File: src/verilog/ext_bus_defines.svh
`ifndef EXT_BUS_DEFINES_SVH
`define EXT_BUS_DEFINES_SVH

// Bus widths
`define EB_ADDR_W        20
`define EB_DATA_W        16
`define EB_AREAS         4

// Wait expansion field codes (two bits per area)
`define EB_EXP_ONE_WAIT  2'h0
`define EB_EXP_TWO_WAIT  2'h1
`define EB_EXP_THREE_WAIT 2'h2

// Bus cycle lengths in bus-clock periods
`define EB_SFR_CYC_FAST  3'h2
`define EB_SFR_CYC_SLOW  3'h3
`define EB_MEM_CYC_FAST  3'h1
`define EB_MEM_CYC_SLOW  3'h2
`define EB_SEP_CYC_READ0 3'h1
`define EB_SEP_CYC_WR0   3'h2
`define EB_SEP_CYC_W1    3'h2
`define EB_SEP_CYC_W2    3'h3
`define EB_SEP_CYC_W3    3'h4
`define EB_MUX_CYC_SHORT 3'h3
`define EB_MUX_CYC_LONG  3'h4

// Reset values of the wait controls
`define EB_RST_WAIT_DIS  4'h0
`define EB_RST_WAIT_EXP  8'h00
`define EB_RST_IWS       1'h0
`define EB_RST_RCS       1'h0

// Synchroniser depth for pin inputs
`define EB_SYNC_STAGES   2

`endif

File: src/verilog/ext_bus_pkg.sv
`default_nettype none
`include "ext_bus_defines.svh"

package ext_bus_pkg;

  // Target of one CPU access
  typedef enum logic [2:0] {
    AREA_SFR = 3'h0,
    AREA_MEM = 3'h1,
    AREA_EXT = 3'h2
  } area_e;

  // One CPU access request
  typedef struct packed {
    area_e                  area;       // Kind of target
    logic [1:0]             ext_sel;    // External chip-select area 0..3
    logic                   write;      // 1 = write, 0 = read
    logic                   byte_high;  // Upper byte taking part
    logic [`EB_ADDR_W-1:0]  addr;       // Access address
    logic [`EB_DATA_W-1:0]  wdata;      // Write data
  } bus_req_s;

  // Wait and cycle configuration
  typedef struct packed {
    logic                   internal_wait_select;
    logic                   register_cycle_select;
    logic                   multiplexed_mode;
    logic                   strobe_scheme_select;
    logic [`EB_AREAS-1:0]   chip_select_control_reg;  // Wait-disable bits, area 3..0
    logic [2*`EB_AREAS-1:0] wait_expansion_reg;       // Two bits per area
  } wait_cfg_s;

  // Pin-side outputs
  typedef struct packed {
    logic [`EB_ADDR_W-1:0]  addr;
    logic [`EB_DATA_W-1:0]  data;
    logic                   data_oe_n;
    logic                   rd_n;
    logic                   low_byte_write_strobe_n;
    logic                   high_byte_write_strobe_n;
    logic                   byte_high_enable_n;
    logic [`EB_AREAS-1:0]   area_selects_n;
    logic                   ale;
  } bus_pins_s;

endpackage : ext_bus_pkg

`default_nettype wire

File: src/verilog/pin_sync.sv
`timescale 1ns/1ps
`default_nettype none

// Two-flop synchroniser for a group of pin inputs
module pin_sync #(
  parameter int WIDTH = 1
) (
  // Clock and reset
  input  wire logic             clk_sys,
  input  wire logic             sys_rst,
  // Asynchronous input and its synchronised copy
  input  wire logic [WIDTH-1:0] async_in,
  output logic      [WIDTH-1:0] sync_out
);

  logic [WIDTH-1:0] meta_q;   // First stage, read only by the second
  logic [WIDTH-1:0] meta_d;
  logic [WIDTH-1:0] stage_q;  // Second stage
  logic [WIDTH-1:0] stage_d;

  // Next values of both stages
  always_comb begin
    meta_d  = async_in;
    stage_d = meta_q;
  end

  // Register both stages
  always_ff @(posedge clk_sys) begin
    if (sys_rst) begin
      meta_q  <= '0;
      stage_q <= '0;
    end else begin
      meta_q  <= meta_d;
      stage_q <= stage_d;
    end
  end

  assign sync_out = stage_q;

endmodule : pin_sync

`default_nettype wire

File: src/verilog/external_bus_wait_control.sv
// Behaviour
// SFR drives address; internal memory holds it
// Internal reads float data; SFR writes drive
// Internal memory strobes high; selects high, latch low
// Byte-high follows SFR; held on internal memory
// SFR cycle: 2 or 3 by cycle select
// Internal memory: 1 cycle, or 2 waited
// No-wait separate area: read 1, write 2 (code reads in 2 when internal wait select is set or the field is not 00)
// Waited separate area: 2, 3, 4 cycles
// Multiplexed area: 3 or 4 cycles
// Software clears wait-disable to use wait request
// Reset clears all wait controls
// Software keeps cycle select low at fast PLL
// Software uses combined strobes on byte bus
// Waits stretch strobe; field 11 reserved
`timescale 1ns/1ps
`default_nettype none
`include "ext_bus_defines.svh"

module external_bus_wait_control
  import ext_bus_pkg::*;
(
  // Clock and reset
  input  wire logic                   clk_sys,
  input  wire logic                   sys_rst,
  // Configuration load
  input  wire logic                   cfg_load,
  input  wire wait_cfg_s              cfg_in,
  output wait_cfg_s                   cfg_out,
  // CPU request side
  input  wire logic                   req_valid,
  input  wire bus_req_s               req,
  output logic                        req_ready,
  output logic                        done,
  output logic [`EB_DATA_W-1:0]       rdata,
  // Bus pins in
  input  wire logic                   bclk_pin,
  input  wire logic                   wait_req_n_pin,
  input  wire logic [`EB_DATA_W-1:0]  data_pin_in,
  // Bus pins out
  output bus_pins_s                   pins
);

  // Access sequencer states
  typedef enum logic [2:0] {
    ST_IDLE   = 3'b001,
    ST_ALIGN  = 3'b010,
    ST_ACTIVE = 3'b100
  } seq_e;

  // Synchronised pin inputs
  logic                  bclk_s;     // Bus clock after two flops
  logic                  wait_req_s; // Wait request, high while the partner wants a wait
  logic [`EB_DATA_W-1:0] data_s;     // Data bus after two flops
  logic                  wait_n_s;

  pin_sync #(.WIDTH(1)) u_sync_bclk (
    .clk_sys  (clk_sys),
    .sys_rst  (sys_rst),
    .async_in (bclk_pin),
    .sync_out (bclk_s)
  );

  pin_sync #(.WIDTH(1)) u_sync_wait (
    .clk_sys  (clk_sys),
    .sys_rst  (sys_rst),
    .async_in (wait_req_n_pin),
    .sync_out (wait_n_s)
  );

  pin_sync #(.WIDTH(`EB_DATA_W)) u_sync_data (
    .clk_sys  (clk_sys),
    .sys_rst  (sys_rst),
    .async_in (data_pin_in),
    .sync_out (data_s)
  );

  // Pin is active low; inside the block a wait is high
  assign wait_req_s = ~wait_n_s;

  // State
  seq_e                  state_q, state_d;         // Sequencer state
  logic                  bclk_prev_q, bclk_prev_d; // For edge finding
  wait_cfg_s             cfg_q, cfg_d;             // Wait controls
  bus_req_s              cur_q, cur_d;             // Access in progress
  logic [2:0]            cnt_q, cnt_d;             // Bus-clock periods elapsed
  logic [2:0]            len_q, len_d;             // Periods the access lasts
  logic                  rdy_use_q, rdy_use_d;     // Wait request honoured
  bus_pins_s             pins_q, pins_d;           // Registered pin outputs
  logic                  ready_q, ready_d;         // Request accepted when high
  logic                  done_q, done_d;           // End-of-access pulse
  logic [`EB_DATA_W-1:0] rdata_q, rdata_d;         // Captured read data

  // Rising edge of the bus clock
  logic bclk_rise;
  assign bclk_rise = bclk_s & ~bclk_prev_q;

  // Length of one access in bus-clock periods
  function automatic logic [2:0] cycle_len(input bus_req_s r, input wait_cfg_s c);
    logic       wdis;
    logic [1:0] exp;
    logic [2:0] len;
    wdis = c.chip_select_control_reg[r.ext_sel];
    exp  = c.wait_expansion_reg[2*r.ext_sel +: 2];
    // Fallback for area codes that cannot occur
    len  = `EB_SEP_CYC_W3;
    unique case (r.area)
      AREA_SFR: begin
        // Of the wait controls only the register cycle select plays a part here
        len = c.register_cycle_select ? `EB_SFR_CYC_SLOW : `EB_SFR_CYC_FAST;
      end
      AREA_MEM: begin
        len = c.internal_wait_select ? `EB_MEM_CYC_SLOW : `EB_MEM_CYC_FAST;
      end
      AREA_EXT: begin
        // Bus mode first, then wait-disable, then the area's field
        if (c.multiplexed_mode) begin
          // Long form only for the three-wait code and the reserved one
          len = exp[1] ? `EB_MUX_CYC_LONG : `EB_MUX_CYC_SHORT;
        end else if (wdis) begin
          if (!c.internal_wait_select && exp == `EB_EXP_ONE_WAIT) begin
            len = r.write ? `EB_SEP_CYC_WR0 : `EB_SEP_CYC_READ0;
          end else begin
            len = `EB_SEP_CYC_W1;
          end
        end else begin
          unique case (exp)
            `EB_EXP_ONE_WAIT:   len = `EB_SEP_CYC_W1;
            `EB_EXP_TWO_WAIT:   len = `EB_SEP_CYC_W2;
            `EB_EXP_THREE_WAIT: len = `EB_SEP_CYC_W3;
            default:            len = `EB_SEP_CYC_W3;
          endcase
        end
      end
      default: len = `EB_SEP_CYC_W3;
    endcase
    return len;
  endfunction : cycle_len

  // Sequencer, configuration and pin next-state logic
  always_comb begin
    state_d     = state_q;
    bclk_prev_d = bclk_s;
    cfg_d       = cfg_q;
    cur_d       = cur_q;
    cnt_d       = cnt_q;
    len_d       = len_q;
    rdy_use_d   = rdy_use_q;
    pins_d      = pins_q;
    ready_d     = ready_q;
    done_d      = 1'b0;
    rdata_d     = rdata_q;

    // Configuration is only taken between accesses
    if (cfg_load && state_q == ST_IDLE) begin
      cfg_d = cfg_in;
    end

    // Access sequencer
    unique case (state_q)
      ST_IDLE: begin
        // Take a request, then wait for a bus-clock edge to start
        if (req_valid && ready_q) begin
          cur_d     = req;
          len_d     = cycle_len(req, cfg_q);
          // Wait request only stretches waited external areas
          rdy_use_d = (req.area == AREA_EXT) && !cfg_q.chip_select_control_reg[req.ext_sel];
          ready_d   = 1'b0;
          state_d   = ST_ALIGN;
        end
      end
      ST_ALIGN: begin
        // Pins change only on a bus-clock rise, so the access lines up with it
        if (bclk_rise) begin
          cnt_d   = 3'h1;
          state_d = ST_ACTIVE;
          unique case (cur_q.area)
            AREA_SFR: begin
              // Register access shows its address, strobes and byte-high
              pins_d.addr               = cur_q.addr;
              pins_d.byte_high_enable_n = ~cur_q.byte_high;
              pins_d.rd_n               = cur_q.write;
              pins_d.data               = cur_q.wdata;
              pins_d.data_oe_n          = ~cur_q.write;
              pins_d.area_selects_n     = '1;
              pins_d.ale                = 1'b0;
              if (cur_q.write) begin
                pins_d.low_byte_write_strobe_n  = 1'b0;
                pins_d.high_byte_write_strobe_n = ~(cfg_q.strobe_scheme_select & cur_q.byte_high);
              end
            end
            AREA_MEM: begin
              // Address and byte-high keep their last values; data floats
              pins_d.data_oe_n                = 1'b1;
              pins_d.rd_n                     = 1'b1;
              pins_d.low_byte_write_strobe_n  = 1'b1;
              pins_d.high_byte_write_strobe_n = 1'b1;
              pins_d.area_selects_n           = '1;
              pins_d.ale                      = 1'b0;
            end
            default: begin
              // External area: full bus cycle with select and latch pulse
              pins_d.addr                         = cur_q.addr;
              pins_d.byte_high_enable_n           = ~cur_q.byte_high;
              pins_d.area_selects_n               = '1;
              pins_d.area_selects_n[cur_q.ext_sel] = 1'b0;
              pins_d.ale                          = 1'b1;
              pins_d.rd_n                         = cur_q.write;
              pins_d.data                         = cur_q.wdata;
              pins_d.data_oe_n                    = ~cur_q.write;
              if (cur_q.write) begin
                pins_d.low_byte_write_strobe_n  = 1'b0;
                pins_d.high_byte_write_strobe_n = ~(cfg_q.strobe_scheme_select & cur_q.byte_high);
              end
            end
          endcase
        end
      end
      ST_ACTIVE: begin
        if (bclk_rise) begin
          // Latch enable lasts only the first period
          pins_d.ale = 1'b0;
          if (cnt_q >= len_q && !(rdy_use_q && wait_req_s)) begin
            // End of access: release strobes and selects
            // Read data is taken at the closing rise
            if (!cur_q.write) begin
              rdata_d = data_s;
            end
            pins_d.rd_n                     = 1'b1;
            pins_d.low_byte_write_strobe_n  = 1'b1;
            pins_d.high_byte_write_strobe_n = 1'b1;
            pins_d.area_selects_n           = '1;
            pins_d.data_oe_n                = 1'b1;
            done_d                          = 1'b1;
            ready_d                         = 1'b1;
            state_d                         = ST_IDLE;
          end else if (cnt_q < len_q) begin
            // Each wait holds the strobe one more period
            cnt_d = cnt_q + 3'h1;
          end
        end
      end
      // Illegal state code: recover to idle
      default: begin
        state_d = ST_IDLE;
        ready_d = 1'b1;
      end
    endcase
  end

  // Register all state; reset leaves the bus idle
  always_ff @(posedge clk_sys) begin
    if (sys_rst) begin
      state_q     <= ST_IDLE;
      bclk_prev_q <= 1'b0;
      // Wait controls cleared: no-wait memory, one-wait areas
      cfg_q.internal_wait_select    <= `EB_RST_IWS;
      cfg_q.register_cycle_select   <= `EB_RST_RCS;
      cfg_q.multiplexed_mode        <= 1'b0;
      cfg_q.strobe_scheme_select    <= 1'b0;
      cfg_q.chip_select_control_reg <= `EB_RST_WAIT_DIS;
      cfg_q.wait_expansion_reg      <= `EB_RST_WAIT_EXP;
      cur_q       <= '0;
      cnt_q       <= 3'h0;
      len_q       <= 3'h0;
      rdy_use_q   <= 1'b0;
      // Pins idle: strobes and selects high, data floating
      pins_q.addr                     <= '0;
      pins_q.data                     <= '0;
      pins_q.data_oe_n                <= 1'b1;
      pins_q.rd_n                     <= 1'b1;
      pins_q.low_byte_write_strobe_n  <= 1'b1;
      pins_q.high_byte_write_strobe_n <= 1'b1;
      pins_q.byte_high_enable_n       <= 1'b1;
      pins_q.area_selects_n           <= '1;
      pins_q.ale                      <= 1'b0;
      ready_q     <= 1'b1;
      done_q      <= 1'b0;
      rdata_q     <= '0;
    end else begin
      // Normal operation: take every next value
      state_q     <= state_d;
      bclk_prev_q <= bclk_prev_d;
      cfg_q       <= cfg_d;
      cur_q       <= cur_d;
      cnt_q       <= cnt_d;
      len_q       <= len_d;
      rdy_use_q   <= rdy_use_d;
      pins_q      <= pins_d;
      ready_q     <= ready_d;
      done_q      <= done_d;
      rdata_q     <= rdata_d;
    end
  end

  // Outputs straight from flops
  assign cfg_out   = cfg_q;
  assign req_ready = ready_q;
  assign done      = done_q;
  assign rdata     = rdata_q;
  assign pins      = pins_q;

endmodule : external_bus_wait_control

`default_nettype wire

File: config.mk
export PLATFORM = sky130hd
export DESIGN_NAME = external_bus_wait_control
export DESIGN_NICKNAME = d
export VERILOG_FILES = /design/src/verilog/ext_bus_pkg.sv /design/src/verilog/pin_sync.sv /design/src/verilog/external_bus_wait_control.sv
export VERILOG_INCLUDE_DIRS = /design/src /design/src/verilog
export SDC_FILE = /design/constraint.sdc
export NUM_CORES = 1
export LEC_CHECK = 0
export BUFFER_PORTS_ARGS = -buffer_cell sky130_fd_sc_hd__buf_4
export CELL_PAD_IN_SITES_DETAIL_PLACEMENT = 1
export CELL_PAD_IN_SITES_GLOBAL_PLACEMENT = 2
export CORE_MARGIN = 2
export CORE_UTILIZATION = 33
export DETAILED_ROUTE_END_ITERATION = 8
export GPL_TIMING_DRIVEN = 1
export PLACE_DENSITY_LB_ADDON = 0.1
export SETUP_SLACK_MARGIN = 0.5
export SYNTH_ARGS = -nofsm -noshare
export SYNTH_HDL_FRONTEND = slang
export SYNTH_SLANG_ARGS = --single-unit
File: constraint.sdc
create_clock -name clk_sys -period 3.35 [get_ports clk_sys]
set_clock_uncertainty 0.05 [all_clocks]
set_input_delay 1.005 -clock clk_sys [delete_from_list [all_inputs] [get_ports clk_sys]]
set_output_delay 1.005 -clock clk_sys [all_outputs]
set_load 0.01 [all_outputs]
==> flow_summary.ini <==
[route]
drt_iter0_drc = 156
postRouteAntennaNets = 0
routedWlPerCell_um = 15.0
drc = 0
wl_um = 16100
detailroute.via_count = 5065
vias_per_cell = 4.72
drtPass1Iterations = 4

[floorplanning]
floorplan.initialDensity_pct = 33.6
die_area_um2 = 19400
die_y_um = 139
core_area_um2 = 18000
boundaryPins = 161
die_w_um = 139
row_count = 49

[sta]
fin_crit_sh_pct = 65.6
slew_violations = 0
maxSlewHeadroom_pct = 36.2
max_clock_freq_mhz = 455
rsz0062_at_grt = no
setup_viol = 0
tns_ps = 0
tightestPinTransition_ps = 954
timing.final.crit_period_ps = 2200
hold_violations = 0

[place]
place_congestion = 0.803
io_buffers = 160
post-dp-hpwl_um = 11300

[yosys]
ys_seq_elements = 170
synth_warnings = 0
yosysSeqAreaShare_pct = 56.4
synth-adder-area-share_pct = 0.829
synthXorXnorAreaFrac_pct = 0.145
synth_compound_area_share_pct = 13.0
ys_top_cells_by_area = dfxtp_1 (56%), nand2_1 (13%), a21oi_1 (9.0%), nor2b_1 (4.1%), mux2i_1 (3.5%)
synth_fp_nets = 774
synth_top_family_by_area = simple AND/OR/NAND/NOR gates
synth_mux_area_share_pct = 4.23
async_reset_ff_share_pct = 0
syn_inst = 689
yosysTopAreaCell = dfxtp_1
syn_avg_cell_area_um2 = 8.76
synth.distinct_cells = 51
synth_edf_count = 0
synthFlopType = dfxtp_1
synth_simple_gate_area_share_pct = 21.9
netlist_area_um2 = 6040
synth_top_cell_area_share_pct = 56.4

[global_route]
antenna_found_initial = 0
grt_pass1_vias = 5319
grt_first_pass_wirelength_um = 26500
grt_overflow = 0
grt_max_degree = 89
grt.total_usage_pct = 16.9

[worst_setup_path]
r2r_start = state_q[1]
critPathSlowestCell = nor2_4
r2r_setup_slack_ps = 1150
worst-setup-path-type = reg -> reg
cp.arrival_ps = 2500
end_kind = flip-flop
path_buf_inv = 0
cp.required_ps = 3650
regToRegEndpoint = pins[20]
start_kind = flip-flop
crit_chain = nor3b_2 > nand2_1 > nor2_4 > nand2_1 > a21oi_1
worst-path-max-fanout = 36
slowest_delay_ps = 780
cp_common_cell = nand2_1
r2r_cells = 5
crit_family = simple AND/OR/NAND/NOR gates

[run]
cap_violations = 0

[clocking]
cts_setup_buffers = 0
h-tree-depth = 4
numClockSinks = 170
cts_tree = yes
clockBufferDepth = 2
cts_inserted_buffers = 17
cts_resized = 0
cts_hold_buffers = 0
cts_root_buffer = clkbuf_16
clk_latency_ps = 420
cts.reportedPaths.clkPinSlew_ps = 70

[power]
p_sw_share_pct = 28.1
clkPwrFrac_pct = 39.2
peakVddDrop_mv = 0.338
powerDensity_nw_per_um2 = 608
intPower_mw = 3.49
p_comb_share_pct = 14.0
sequentialPowerShare_pct = 46.9
p_total_mw = 4.86
p_switching_mw = 1.36
p_leak_nw = 3.35

[hold_path]
min_path_type = reg -> reg
worstHoldStart = u_sync_data.meta_q[2]
hold_depth = 1
holdPathEnd = u_sync_data.sync_out[2]

[layout]
fillers = 2145
fin_nets = 917
diodes = 0
ff_latch_area_um2 = 3400
multi_input_comb_area_um2 = 2430
drive_gt1_share_pct = 24.7
syn_to_final_growth_pct = 32.2

[run_status]
status = complete, no violations
[state kept, by name, indices dropped and copies added, names as in the netlist, 3 cells and up]
name	cells
cnt_q	3
pins	46
cur_q	43
u_sync_data.sync_out	16
u_sync_data.meta_q	16
rdata	16
state_q	3
len_q	3
cfg_out	16
[per-stage QoR]
step	worst slack, ps	cells	cell area (um^2)	hold WS, ps	util, %
final	1150	1074	7980	391	44.4
after detailed placement	915	1042	7420	379	41.3
after global placement	941	1042	7420	366	41.3
after CTS	1080	1074	7980	397	44.4
after global routing	912	1074	7980	411	44.4
after floorplan	997	689	6040	364	-
[worst register-to-register path, delay by kind of cell (launching register included)]
family / cells / cell delay (ps)
flip-flops: 1 / 420
AO/OA/AOI/OAI: 1 / 160
AND/OR/NAND/NOR: 4 / 1510
[layout make-up]
class | count | area share, %
Clock buffer | 19 | 5.42
Clock inverter | 13 | 1.65
Inverter | 8 | 0.376
Multi-Input combinational cell | 468 | 30.5
Sequential cell | 170 | 42.6
Tap cell | 229 | 3.59
Timing Repair Buffer | 167 | 15.9
[power by group through the flow]
stage | logic [mW] | clock network, mW | registers [mW]
after floorplan | 0.426 | 0 | 2.31
after global placement | 0.669 | 0 | 2.32
after detailed placement | 0.696 | 0 | 2.32
after CTS | 0.699 | 1.97 | 2.28
after global routing | 0.773 | 2.05 | 2.30
final | 0.678 | 1.90 | 2.28
[cell usage after synthesis (2+ instances only)]
cell and n:
buf_2 10, a31oi_1 3, o211ai_1 3, o32a_1 2, mux2i_1 21, and2_1 3
nor3_1 2, mux2_2 2, o31ai_1 2, nand2_1 205, o21ai_1 2, nor2_1 23
o22a_1 2, nand3b_1 2, a2bb2oi_1 2, buf_1 2, inv_1 8, nor2b_1 40
a21oi_1 108, or3_1 2, a211o_1 2, dfxtp_1 170, nand3_1 6, nand2b_1 3
o21ai_0 4, clkbuf_1 29, ha_1 4, nor3b_1 3, nor3b_2 2
[per-layer routing]
| metal | routed length (um) | up-vias | track usage [%] |
|---|---|---|---|
| li1 | - | 2551 | - |
| met1 | 7410 | 2389 | 20.8 |
| met2 | 7760 | 111 | 28.7 |
| met3 | 800 | 14 | 4.96 |
| met4 | 177 | 0 | 5.16 |
| met5 | 0 | - | 0 |
[placed cells by master (no fill, tap or decap), types with 4 or more instances in the layout]
cell type	Yosys	routed
nor2b_1	40	40
ha_1	4	4
buf_4	1	166
clkbuf_16	0	17
o21ai_0	4	4
dfxtp_1	170	170
nor2_1	23	23
inv_1	8	8
inv_6	0	6
a21oi_1	108	108
nand2_1	205	205
mux2i_1	21	21
nand3_1	6	5
[worst max path at each step]
stage	end	start	slack, ps	cells after the start
after floorplan	len_q[0]	req[38]	1000	6
after global placement	len_q[0]	req[38]	940	6
after detailed placement	len_q[1]	req[38]	920	6
after CTS	pins[8]	state_q[1]	1080	4
after global routing	pins[37]	state_q[1]	910	5
final	pins[20]	state_q[1]	1150	5
[cells by family (layout without fill, tap and decap cells)]
group           after synthesis  in the layout
compound gates              140            140
simple gates                299            299
buf+inv                      51            207
flops                       170            170
xor+xnor                      1              1
mux                          24             24
fa+ha+maj                     4              4
No activity file was read; power rests on OpenSTA's default activity.
